--- src/shared/spms_params.svh ---
`ifndef SPMS_PARAMS_SVH
`define SPMS_PARAMS_SVH

// word addresses on the avalon slave (byte address = 4 * index)
`define SPMS_ADR_CTRL 2'h0
`define SPMS_ADR_STAT 2'h1
`define SPMS_ADR_DATA 2'h2
`define SPMS_ADR_PINS 2'h3

// control register fields
`define SPMS_B_IRQ_EN 7
`define SPMS_B_PORT_EN 6
`define SPMS_B_LSB_FIRST 5
`define SPMS_B_MASTER 4
`define SPMS_B_CLOCK_POLARITY 3
`define SPMS_B_CLOCK_PHASE 2

// status register fields
`define SPMS_B_DONE 7
`define SPMS_B_WRITE_COLLISION_FLAG 6
`define SPMS_B_DBL 0

// pin control register fields (direction bits, ss level)
`define SPMS_B_DIR_MOSI 0
`define SPMS_B_DIR_MISO 1
`define SPMS_B_DIR_SCK 2
`define SPMS_B_DIR_SS 3
`define SPMS_B_SS_LVL 4

// reset values
`define SPMS_CTRL_RST 8'h00
`define SPMS_PINS_RST 5'h00
`define SPMS_DATA_RST 8'h00

// sck half periods in ref_clk cycles, index {double, rate_high, rate_low}
`define SPMS_HALF_DIV4 7'h02
`define SPMS_HALF_DIV16 7'h08
`define SPMS_HALF_DIV64 7'h20
`define SPMS_HALF_DIV128 7'h40
`define SPMS_HALF_DIV2 7'h01
`define SPMS_HALF_DIV8 7'h04
`define SPMS_HALF_DIV32 7'h10

// sixteen sck edges per byte, eight samples per byte
`define SPMS_LAST_EDGE 4'hf
`define SPMS_LAST_BIT 3'h7

`endif

--- src/shared/spms_pkg.sv ---
`default_nettype none
package spms_pkg;
   // master clock generator state
   typedef enum logic {st_idle, st_run} spms_state_t;
endpackage
`default_nettype wire

--- src/logic/spms_port.sv ---
// Added by the designer: register access over Avalon-MM and the address map.
`timescale 1ns/100ps
`default_nettype none
`include "spms_params.svh"

// Function
// - slave: select low activates port; miso drives only if direction says output
// - slave: select high resets bit counter and drops partial byte
// - master with select as output: pin is plain output, no effect
// - master with select input pulled low: clear master bit, become slave
// - such a demotion also sets the transfer complete flag
// - interrupt enable with flag and global enable raises the interrupt
// - port enable gates every transfer
// - bit order select one sends lsb first, zero msb first
// - master select bit picks master or slave role
// - clock polarity sets sck idle level and leading edge direction
// - clock phase zero samples leading edge, one samples trailing edge
// - master sck is clock divided by 4,16,64,128 or 2,8,32,64 doubled
// - transfer complete flag sets when a byte completes; read only
// - flag clears on vector or status read then data access
// - data write during transfer sets collision flag; cleared by status read then data access, not by vector
// - status bits five down to one read zero
// - double speed bit is read-write and doubles master sck
// - data write starts transfer; data read returns receive buffer
// - polarity and phase form transfer modes zero to three
// - master write runs eight bits then stops; select not driven
// - single buffered transmit, double buffered receive
// - enabled port drives a pin only where its role and its direction bit both allow
module spms_port (
   // clock and reset
   input wire logic ref_clk_in,
   input wire logic rst_in,
   // avalon-mm slave
   input wire logic [1:0] avs_address_in,
   input wire logic avs_read_in,
   input wire logic avs_write_in,
   input wire logic [31:0] avs_writedata_in,
   input wire logic [3:0] avs_byteenable_in,
   output logic [31:0] avs_readdata_out,
   output logic avs_waitrequest_out,
   // processor side
   input wire logic global_irq_enable_in,
   input wire logic irq_vector_ack_in,
   output logic irq_out,
   // sck pin
   input wire logic sck_in,
   output logic sck_out,
   output logic sck_oe_out,
   // mosi pin
   input wire logic mosi_in,
   output logic mosi_out,
   output logic mosi_oe_out,
   // miso pin
   input wire logic miso_in,
   output logic miso_out,
   output logic miso_oe_out,
   // slave select pin
   input wire logic ss_n_in,
   output logic ss_n_out,
   output logic ss_oe_out
);
   // software state
   logic [7:0] ctrl_r;
   logic [4:0] pins_r;
   logic dbl_r;
   logic done_flag_r;
   logic write_collision_flag_flag_r;
   logic arm_r;
   // bus state
   logic wait_r;
   logic [7:0] rdata_r;
   // shifter state
   spms_pkg::spms_state_t state_r;
   logic [7:0] shreg_r;
   logic [7:0] rxbuf_r;
   logic [2:0] bit_cnt_r;
   logic [3:0] edge_cnt_r;
   logic sck_r;
   logic out_r;
   logic sck_prev_r;
   // pin and irq flops
   logic irq_r;
   logic sck_oe_r;
   logic mosi_oe_r;
   logic miso_oe_r;
   logic ss_oe_r;

   // decoded controls
   logic en;
   logic master;
   logic lsb_first;
   logic clock_polarity;
   logic clock_phase;
   logic acc;
   logic wr_acc;
   logic rd_acc;
   logic data_acc;
   logic data_wr;
   logic demote;
   logic m_run;
   logic tick;
   logic m_lead;
   logic m_end;
   logic s_act;
   logic s_chg;
   logic s_lead;
   logic samp_ev;
   logic setup_ev;
   logic rx_bit;
   logic tx_bit;
   logic [7:0] shift_nxt;
   logic byte_done;
   logic busy;
   logic start;
   logic done_set;
   logic flag_clr;

   assign en = ctrl_r[`SPMS_B_PORT_EN];
   assign master = ctrl_r[`SPMS_B_MASTER];
   assign lsb_first = ctrl_r[`SPMS_B_LSB_FIRST];
   assign clock_polarity = ctrl_r[`SPMS_B_CLOCK_POLARITY];
   assign clock_phase = ctrl_r[`SPMS_B_CLOCK_PHASE];

   // an access completes at the edge where waitrequest is seen low
   assign acc = (avs_read_in || avs_write_in) && !wait_r;
   assign wr_acc = acc && avs_write_in && avs_byteenable_in[0];
   assign rd_acc = acc && avs_read_in;
   assign data_acc = acc && (avs_address_in == `SPMS_ADR_DATA);
   assign data_wr = wr_acc && (avs_address_in == `SPMS_ADR_DATA);

   // another master pulls our select input low
   assign demote = en && master && !pins_r[`SPMS_B_DIR_SS] && !ss_n_in;

   // master edges come from the divider
   assign m_run = (state_r == spms_pkg::st_run);
   assign m_lead = !edge_cnt_r[0];
   assign m_end = tick && (edge_cnt_r == `SPMS_LAST_EDGE);

   // slave edges: sck is synchronous, one flop of history suffices
   assign s_act = en && !master && !ss_n_in;
   assign s_chg = s_act && (sck_in != sck_prev_r);
   assign s_lead = (sck_prev_r == clock_polarity);

   // leading edge samples when phase is zero, trailing when one
   always_comb begin
      if (master) begin
         samp_ev = m_run && tick && (m_lead ^ clock_phase);
         setup_ev = m_run && tick && !(m_lead ^ clock_phase);
      end else begin
         samp_ev = s_chg && (s_lead ^ clock_phase);
         setup_ev = s_chg && !(s_lead ^ clock_phase);
      end
   end

   // bit order: shift from the chosen end, fill from the other
   assign rx_bit = master ? miso_in : mosi_in;
   assign tx_bit = lsb_first ? shreg_r[0] : shreg_r[7];
   assign shift_nxt = lsb_first ? {rx_bit, shreg_r[7:1]} : {shreg_r[6:0], rx_bit};
   assign byte_done = samp_ev && (bit_cnt_r == `SPMS_LAST_BIT);

   // a slave is busy once its first bit is in
   assign busy = master ? m_run : (bit_cnt_r != 3'h0);
   assign start = data_wr && en && master && !m_run && !demote;

   // master completes on the last edge, slave on the last sample
   assign done_set = (master ? m_end : byte_done) || demote;
   assign flag_clr = data_acc && arm_r;

   spms_rate_div u_div (
      .ref_clk_in(ref_clk_in),
      .rst_in(rst_in),
      .run_in(m_run),
      .rate_in({dbl_r, ctrl_r[1:0]}),
      .tick_out(tick)
   );

   // waitrequest drops for one cycle per request; readdata settles with it
   always_ff @(posedge ref_clk_in) begin
      if (rst_in) begin
         wait_r <= 1'b1;
      end else begin
         wait_r <= !((avs_read_in || avs_write_in) && wait_r);
      end
   end

   // read mux snapshot, taken while waitrequest is still high
   always_ff @(posedge ref_clk_in) begin
      if (rst_in) begin
         rdata_r <= 8'h00;
      end else if (avs_read_in && wait_r) begin
         case (avs_address_in)
            `SPMS_ADR_CTRL: rdata_r <= ctrl_r;
            `SPMS_ADR_STAT: rdata_r <= {done_flag_r, write_collision_flag_flag_r, 5'h00, dbl_r};
            `SPMS_ADR_DATA: rdata_r <= rxbuf_r;
            `SPMS_ADR_PINS: rdata_r <= {3'h0, pins_r};
            default: rdata_r <= 8'h00;
         endcase
      end
   end

   // control register; demotion overrides a same-cycle write
   always_ff @(posedge ref_clk_in) begin
      if (rst_in) begin
         ctrl_r <= `SPMS_CTRL_RST;
      end else begin
         if (wr_acc && (avs_address_in == `SPMS_ADR_CTRL)) begin
            ctrl_r <= avs_writedata_in[7:0];
         end
         if (demote) begin
            ctrl_r[`SPMS_B_MASTER] <= 1'b0;
         end
      end
   end

   // pin directions and select level, as the port's gpio would hold them
   always_ff @(posedge ref_clk_in) begin
      if (rst_in) begin
         pins_r <= `SPMS_PINS_RST;
      end else if (wr_acc && (avs_address_in == `SPMS_ADR_PINS)) begin
         pins_r <= avs_writedata_in[4:0];
      end
   end

   // only the double speed bit of status is writable
   always_ff @(posedge ref_clk_in) begin
      if (rst_in) begin
         dbl_r <= 1'b0;
      end else if (wr_acc && (avs_address_in == `SPMS_ADR_STAT)) begin
         dbl_r <= avs_writedata_in[`SPMS_B_DBL];
      end
   end

   // arm on a status read that showed a flag, as software saw it
   always_ff @(posedge ref_clk_in) begin
      if (rst_in) begin
         arm_r <= 1'b0;
      end else if (rd_acc && (avs_address_in == `SPMS_ADR_STAT)) begin
         arm_r <= rdata_r[`SPMS_B_DONE] || rdata_r[`SPMS_B_WRITE_COLLISION_FLAG];
      end else if (data_acc) begin
         arm_r <= 1'b0;
      end
   end

   // completion flag: a set in the clearing cycle wins
   always_ff @(posedge ref_clk_in) begin
      if (rst_in) begin
         done_flag_r <= 1'b0;
      end else begin
         done_flag_r <= done_set || (done_flag_r && !flag_clr && !irq_vector_ack_in);
      end
   end

   // collision flag: write refused while a byte is moving
   always_ff @(posedge ref_clk_in) begin
      if (rst_in) begin
         write_collision_flag_flag_r <= 1'b0;
      end else begin
         write_collision_flag_flag_r <= (data_wr && busy) || (write_collision_flag_flag_r && !flag_clr);
      end
   end

   // shift register: loaded only when idle, since transmit is single buffered
   always_ff @(posedge ref_clk_in) begin
      if (rst_in) begin
         shreg_r <= `SPMS_DATA_RST;
      end else if (data_wr && !busy) begin
         shreg_r <= avs_writedata_in[7:0];
      end else if (samp_ev) begin
         shreg_r <= shift_nxt;
      end
   end

   // receive buffer holds the last whole byte; an unread one is overwritten
   always_ff @(posedge ref_clk_in) begin
      if (rst_in) begin
         rxbuf_r <= `SPMS_DATA_RST;
      end else if (byte_done) begin
         rxbuf_r <= shift_nxt;
      end
   end

   // bit counter, cleared whenever the slave is deselected
   always_ff @(posedge ref_clk_in) begin
      if (rst_in) begin
         bit_cnt_r <= 3'h0;
      end else if (!en || demote || start || (!master && ss_n_in)) begin
         bit_cnt_r <= 3'h0;
      end else if (samp_ev) begin
         bit_cnt_r <= bit_cnt_r + 3'h1;
      end
   end

   // master clock generator runs sixteen edges, then stops
   always_ff @(posedge ref_clk_in) begin
      if (rst_in) begin
         state_r <= spms_pkg::st_idle;
      end else begin
         case (state_r)
            spms_pkg::st_idle: begin
               if (start) begin
                  state_r <= spms_pkg::st_run;
               end
            end
            spms_pkg::st_run: begin
               if (!en || !master || demote || m_end) begin
                  state_r <= spms_pkg::st_idle;
               end
            end
            default: state_r <= spms_pkg::st_idle;
         endcase
      end
   end

   // edge count within the byte
   always_ff @(posedge ref_clk_in) begin
      if (rst_in || start) begin
         edge_cnt_r <= 4'h0;
      end else if (m_run && tick) begin
         edge_cnt_r <= edge_cnt_r + 4'h1;
      end
   end

   // sck rests at the polarity level between bytes
   always_ff @(posedge ref_clk_in) begin
      if (rst_in) begin
         sck_r <= 1'b0;
      end else if (!m_run) begin
         sck_r <= clock_polarity;
      end else if (tick) begin
         sck_r <= !sck_r;
      end
   end

   // serial out: first bit placed at start so it leads the first edge
   always_ff @(posedge ref_clk_in) begin
      if (rst_in) begin
         out_r <= 1'b0;
      end else if (start) begin
         out_r <= lsb_first ? avs_writedata_in[0] : avs_writedata_in[7];
      end else if (setup_ev || !busy) begin
         out_r <= tx_bit;
      end
   end

   always_ff @(posedge ref_clk_in) begin
      if (rst_in) begin
         sck_prev_r <= 1'b0;
      end else begin
         sck_prev_r <= sck_in;
      end
   end

   // port overrides: drives only where role and direction allow
   always_ff @(posedge ref_clk_in) begin
      if (rst_in) begin
         sck_oe_r <= 1'b0;
         mosi_oe_r <= 1'b0;
         miso_oe_r <= 1'b0;
         ss_oe_r <= 1'b0;
      end else begin
         sck_oe_r <= en && master && pins_r[`SPMS_B_DIR_SCK];
         mosi_oe_r <= en && master && pins_r[`SPMS_B_DIR_MOSI];
         miso_oe_r <= s_act && pins_r[`SPMS_B_DIR_MISO];
         ss_oe_r <= en && master && pins_r[`SPMS_B_DIR_SS];
      end
   end

   // interrupt request, registered
   always_ff @(posedge ref_clk_in) begin
      if (rst_in) begin
         irq_r <= 1'b0;
      end else begin
         irq_r <= ctrl_r[`SPMS_B_IRQ_EN] && done_flag_r && global_irq_enable_in;
      end
   end

   assign avs_readdata_out = {24'h000000, rdata_r};
   assign avs_waitrequest_out = wait_r;
   assign irq_out = irq_r;
   assign sck_out = sck_r;
   assign sck_oe_out = sck_oe_r;
   assign mosi_out = out_r;
   assign mosi_oe_out = mosi_oe_r;
   assign miso_out = out_r;
   assign miso_oe_out = miso_oe_r;
   // select level is a plain output, no automatic framing
   assign ss_n_out = pins_r[`SPMS_B_SS_LVL];
   assign ss_oe_out = ss_oe_r;
endmodule
`default_nettype wire

--- src/logic/spms_rate_div.sv ---
`timescale 1ns/100ps
`default_nettype none
`include "spms_params.svh"

module spms_rate_div (
   // clock and reset
   input wire logic ref_clk_in,
   input wire logic rst_in,
   // control
   input wire logic run_in,
   input wire logic [2:0] rate_in,
   // one-cycle pulse at each sck half period
   output logic tick_out
);
   logic [6:0] half;
   logic [6:0] cnt_r;

   // rate bits to half period
   always_comb begin
      case (rate_in)
         3'h0: half = `SPMS_HALF_DIV4;
         3'h1: half = `SPMS_HALF_DIV16;
         3'h2: half = `SPMS_HALF_DIV64;
         3'h3: half = `SPMS_HALF_DIV128;
         3'h4: half = `SPMS_HALF_DIV2;
         3'h5: half = `SPMS_HALF_DIV8;
         3'h6: half = `SPMS_HALF_DIV32;
         default: half = `SPMS_HALF_DIV64;
      endcase
   end

   assign tick_out = run_in && (cnt_r == half - 7'h01);

   // count restarts with every byte so edges are evenly spaced
   always_ff @(posedge ref_clk_in) begin
      if (rst_in || !run_in || tick_out) begin
         cnt_r <= 7'h00;
      end else begin
         cnt_r <= cnt_r + 7'h01;
      end
   end
endmodule
`default_nettype wire

--- config.mk ---
export PLATFORM = sky130hd
export DESIGN_NAME = spms_port
export DESIGN_NICKNAME = d
export VERILOG_FILES = /design/src/shared/spms_pkg.sv /design/src/logic/spms_port.sv /design/src/logic/spms_rate_div.sv
export VERILOG_INCLUDE_DIRS = /design/src /design/src/shared
export SDC_FILE = /design/constraint.sdc
export NUM_CORES = 1
export LEC_CHECK = 0
export ABC_AREA = 1
export CORE_ASPECT_RATIO = 1.75
export CORE_MARGIN = 3
export CORE_UTILIZATION = 45
export CTS_BUF_LIST = sky130_fd_sc_hd__clkbuf_4
export DETAILED_ROUTE_END_ITERATION = 10
export DONT_BUFFER_PORTS = 1
export PLACE_DENSITY = 0.6
export SLEW_MARGIN = 30
export SYNTH_ARGS = -nofsm -noshare
export SYNTH_HDL_FRONTEND = slang
export SYNTH_SLANG_ARGS = --single-unit
--- constraint.sdc ---
create_clock -name ref_clk_in -period 3.1 [get_ports ref_clk_in]
set_clock_uncertainty 0.2 [all_clocks]
set_input_delay 0.155 -clock ref_clk_in [delete_from_list [all_inputs] [get_ports ref_clk_in]]
set_output_delay 0.155 -clock ref_clk_in [all_outputs]
set_load 0.05 [all_outputs]
* Yosys cells after proc, flatten, opt, wreduce, memory -nomap -nowiden
Index checks and enable logic that the tools add are counted.
Operators by class: shift-type cells 0, bitwise operators 3, $lt $le $gt $ge 0, multipliers 0, mux-type cells 21, add/subtract/negate cells 4, equality and inequality tests 14, div/mod/pow operators 0, reductions and logical operators 81
Operator list (number):
- logical AND 1 bit | 43
- case mux 7 bit (6 select lines) | 1
- case mux 8 bit (4 select lines) | 1
- 2-to-1 mux 8 bit | 3
- zero test 1 bit | 15
- logical OR 1 bit | 15
- 2-to-1 mux 1 bit | 15
- equality test 3 bit (second input constant) | 4
- adder 7 x 1 -> 7 bit (second input constant) | 1
- equality test 7 bit | 1
- subtractor 7 x 1 -> 7 bit (second input constant) | 1
- nonzero test 2 bit | 3
- adder 4 x 1 -> 4 bit (second input constant) | 1
- equality test 2 bit (second input constant) | 2
- equality test 4 bit (second input constant) | 1
- OR reduction 2 bit | 2
- adder 3 x 1 -> 3 bit (second input constant) | 1
- equality test 3 x 1 -> 1 bit (second input constant) | 1
- equality test 3 x 2 -> 1 bit (second input constant) | 1
- zero test 3 bit | 1
- nonzero test 3 bit | 1
- equality test 2 x 1 -> 1 bit (second input constant) | 1
- zero test 2 bit | 1
- inequality test 2 x 1 -> 1 bit (second input constant) | 1
- other kinds (5) | 6
Word-level totals: ROM bits 0, bits in registers 65, input bits 48, latch bits 0, memories kept 0, bits in writable memories 0

* Logic depth before layout (Yosys ltp)
depth in word-level cells 12, depth in mapped cells 15

* Modules after synthesis
A second synthesis with hierarchy kept.
Unflattened totals: cell total of the unflattened synthesis 530, area total of the unflattened synthesis 3672.3 µm²
By module, submodules not included:
- spms_port | times used 1, area each 3089.2 µm², sequential area each 1161.1 µm², cells an instance 447
- spms_rate_div | times used 1, area each 583.1 µm², sequential area each 140.1 µm², cells an instance 83

* Worst setup path after synthesis
No wires, ideal clock.
path kind register to register, start point register wait_r (netlist: avs_waitrequest_out), end point register shreg_r[6], data arrival time 1646 ps, stages on the path, launching flop included 12, period minus slack after synthesis 1909 ps, path slack 1191 ps, data required time 2836 ps, setup time 64 ps, cells stage by stage dfxtp_1 inv_1 nand3_1 nor2_2 nand2_2 buf_2 nand2_1 o21ai_0 inv_1 nand2_1 nand2_1 nor2_1
Between the ends: word-level cells in the longest chain between the ends 7, elaborated cells between the ends (all ways) 8, those cells by class mux (1); reduce/logical (7)
RTL lines:
- start, declared | RTL line spms_port.sv:70 | logic wait_r;
- start signal, assigned | RTL line spms_port.sv:182 | wait_r <= !((avs_read_in || avs_write_in) && wait_r);
- zero test 1 bit * | RTL line spms_port.sv:125 | assign acc = (avs_read_in || avs_write_in) && !wait_r;
- logical AND 1 bit * | RTL line spms_port.sv:125
- logical AND 1 bit * (2 in series) | RTL line spms_port.sv:126 | assign wr_acc = acc && avs_write_in && avs_byteenable_in[0];
- logical AND 1 bit * | RTL line spms_port.sv:129 | assign data_wr = wr_acc && (avs_address_in == `SPMS_ADR_DATA);
- logical AND 1 bit * | RTL line spms_port.sv:266 | end else if (data_wr && !busy) begin
- 2-to-1 mux 8 bit or nonzero test 2 bit (tied branches)
- end signal, assigned | RTL line spms_port.sv:265 | shreg_r <= `SPMS_DATA_RST;
- end signal, assigned | RTL line spms_port.sv:267 | shreg_r <= avs_writedata_in[7:0];
- end signal, assigned | RTL line spms_port.sv:269 | shreg_r <= shift_nxt;
- end, declared | RTL line spms_port.sv:74 | logic [7:0] shreg_r;
Mark *: on every way between the ends. The rest lies on a longest branch, timed or not. A chain may end at the register's enable or synchronous reset.

* Worst setup path in the final report
start point input port avs_address_in[0], end point register arm_r
Between the ends: word-level cells in the longest chain between the ends 3, elaborated cells between the ends (all ways) 6, those cells by class eq/ne (2); mux (1); reduce/logical (3)
RTL lines:
- start, declared | RTL line spms_port.sv:34 | input wire logic [1:0] avs_address_in,
- equality test 2 x 1 -> 1 bit or equality test 2 bit (tied branches)
- logical AND 1 bit, on equally long branches | RTL line spms_port.sv:237, spms_port.sv:128
- 2-to-1 mux 1 bit or nonzero test 2 bit (tied branches)
- end signal, assigned | RTL line spms_port.sv:238 | arm_r <= rdata_r[`SPMS_B_DONE] || rdata_r[`SPMS_B_WRITE_COLLISION_FLAG];
- end, declared | RTL line spms_port.sv:68 | logic arm_r;
Parallel ways exist; a longest one is shown, timed or not.

==> impl_results.md <==
* Buf+Inv Stages, Crit Path at 4
* Core footprint at 7390 µm²
* GP Congestion at 0.865
* Crit. End Element: register
* CTS Buf Count at 9
* Cell row count at 41
* Post-synthesis cell count at 497
* H-tree levels at 3
* Reg2Reg Depth at 10
* Hold endpoint: miso_out
* Nets at 571
* Post-synth top area cell: dfxtp_1
* RSZ-0062 raised after global routing: no
* HP Start: avs_writedata_in[7]
* Xor/xnor cell area share of the yosys netlist at 1.75%
* Clock Tree Buf Depth at 2
* Multi-input logic area at 1710 µm²
* DR vias at 3105
* DR vias/cell at 5.11
* Max Used Layer: met4
* Slowest stage delay, CP at 620 ps
* Final Util at 50.9%
* Top cell type's share of synthesized area at 37.2%
* TritonRoute pass-1 iters at 4
* P_leak at 1.61 nW
* P per Cell Area at 429 nW/µm²
* Worst endpoint required time at 3240 ps
* Fillers at 806
* DRT iter0 DRCs at 171
* Crit Path Class: in -> reg
* Detailed-route wire length at 8480 µm
* Crit path cell chain: dlygate4sd3_1 > inv_1 > nor2_1 > nand3_1 > dlygate4sd3_1 > nor3_1 > a211oi_1 > dlygate4sd3_1
* Met3 wire length at 395 µm
* Max VDD drop at 0.000227 V
* Top delay family on crit path: buffers and inverters
* Asr flop ratio synth at 0%
* RR Startpoint: ctrl_r[1]
* Routed Antenna Nets at 0
* Reg2reg setup slack at 550 ps
* Most common cell after layout, fill and taps aside: nand2_1
* Post-synthesis area per instance at 7.04 µm²
* Synth Register Bits at 65
* Post-CTS setup buffers at 0
* Largest family of logic cells by synthesized area: simple AND/OR/NAND/NOR gates
* Wl on met1 at 3310 µm
* Area Growth Syn to Fin at 7.40%
* Worst Tran Pin Value at 842 ps
* Gr ovfl total at 0
* Hold Crit Class: in -> reg
* Largest net degree at the start of global routing at 31
* Ranking of synthesized cells by area: dfxtp_1 37%, nand2_1 11%, nor2_1 6.5%, inv_1 6.4%, buf_4 5.8%
* Total global-route track usage at 20.6%
* I/O Buffers at 0
* Die Span X at 72.7 µm
* Pins Over Slew Limit at 0
* TritonCTS Sinks at 65
* Die Y at 123 µm
* Synth Area in Compound Gates at 14.4%
* Syn. warnings at 0
* DR WL/cell at 13.9 µm
* Post-Synth Adder-Cell Area at 1.79%
* WP data arrival at 2780 ps
* Post-synth EDFFs at 0
* Slew HR at 43.8%
* Max_cap viols at 0
* Min cycle time layout at 2640 ps
* Fin crit share at 85.2%
* Register area at 1300 µm²
* Vias in the first global route at 2942
* Commonest non-fill, non-tap cells in the layout: 99 x nand2_1, 65 x dfxtp_1, 61 x nor2_1, 60 x inv_1, 35 x a21oi_1
* Post-synth top flop: dfxtp_1
* Reg2reg end: m_run
* Post-Syn Area at 3500 µm²
* Setup-failing EPs final at 0
* Share of post-route cells with drive strength above 1 at 8.25%
* Status: complete, no violations
* Mux share of post-synthesis cell area at 0.286%
* Worst-Skew Late Latency at 440 ps
* F_max at 379 MHz
* CP max FO at 6
* Final Hold Fails at 0
* Post-synthesis sequential area ratio at 37.2%
* First-pass GRT wire length at 13900 µm
* Simple-gate share of the synthesized area at 28.1%
* Starting Density at 47.4%
* CP Launch Type: input pin
* Root Buffer: clkbuf_4
* Clock slew at reported path FFs at 110 ps
* Distinct cells, synth at 47
* Die Area at 8910 µm²
* Post-detail-place hpwl at 6200 µm
* Most common cell type on the critical path: dlygate4sd3_1
* DR WL met2 at 4420 µm
* Initial antenna violation count at 1
* Hold depth at 4
* Number of remaining DRC errors at 0
* Total Neg Setup Slack at 0 ps
* Post-CTS Resized at 0
* Slowest-stage cell, CP: dlygate4sd3_1
* Ports at 90
* CTS tree: built
## cells by family after synthesis
family	after synthesis
AO/OA/AOI/OAI	93
XOR/XNOR	7
adder cells (fa/ha/maj)	5
buffers and inverters	107
flip-flops	65
multiplexers	1
other	1
AND/OR/NAND/NOR	218
## power by group
part           internal (mW)  leakage [nW]  total, mW  switching, mW
registers              0.849         0.526      0.889         0.0399
logic                 0.0466          1.01      0.184          0.137
clock network          0.230        0.0688      0.539          0.308
## how the worst max path moves through the flow
stage                              startpoint          to  slack, ps  depth (start not counted)
after floorplan           avs_waitrequest_out  shreg_r[6]       1190                         11
after global placement              ctrl_r[1]  rxbuf_r[3]        980                         11
after detailed placement            ctrl_r[1]  rxbuf_r[2]        970                         11
after CTS                           ctrl_r[1]       m_run        530                         10
after global routing                ctrl_r[1]       m_run        320                         10
final                       avs_address_in[0]       arm_r        460                          8
## worst reg2reg max path, cell delays in order (launching register included)
cell and delay, ps:
dfxtp_1 630, inv_4 60, nand2_2 70, nand3_2 70
nor2_2 120, nand3_2 110, nor3_1 350, nand2_1 90
nand3_1 80, a21oi_1 60, dlygate4sd3_1 590
## final cells by class
class | instances | share of cell area (%)
Tap cell | 86 | 2.86
Multi-Input combinational cell | 348 | 45.5
Antenna cell | 1 | 0.0666
Timing Repair Buffer | 28 | 7.19
Clock buffer | 9 | 1.80
Sequential cell | 65 | 34.6
Inverter | 66 | 6.66
Clock inverter | 5 | 1.30
## routing by layer
metal  vias up  GRT usage [%]
met5         -              0
met4         0           13.4
met3        23           4.51
met2        81           35.5
met1      1420           22.1
li1       1581              -
## per-stage QoR
step,hold WS [ps],power [mW],area (µm²),instances,worst slack [ps]
finish,6.53,1.61,3760,608,460
detailed placement,30.0,1.07,3400,569,974
floorplan,44.8,1.07,3590,520,1190
CTS,23.4,1.62,3760,607,534
global placement,26.5,1.07,3400,569,984
global route,44.9,1.68,3760,608,322
## sequential cells by signal, summed over array words and instances (netlist names), 3 cells and up
| signal | flops |
|---|---|
| u_div.cnt_r | 7 |
| edge_cnt_r | 4 |
| rdata_r | 8 |
| shreg_r | 8 |
| rxbuf_r | 8 |
| ctrl_r | 8 |
| bit_cnt_r | 3 |
| pins_r | 5 |
## Yosys cell counts (5+ instances only)
| cell | number |
|---|---|
| nand3_1 | 23 |
| or2_2 | 5 |
| nor2_1 | 61 |
| nor3_1 | 6 |
| xor2_1 | 5 |
| o21ai_1 | 9 |
| dfxtp_1 | 65 |
| ha_1 | 5 |
| inv_1 | 60 |
| a31oi_1 | 5 |
| buf_4 | 27 |
| o21ai_0 | 33 |
| nand2_1 | 99 |
| nand2_2 | 5 |
| a21oi_1 | 35 |
## what timing repair did
item	CTS	global route
hold endpoints to repair	44	0
hold buffers	24	0
setup endpoints to repair	0	0
Note: power is estimated with default switching activity, not from simulation.
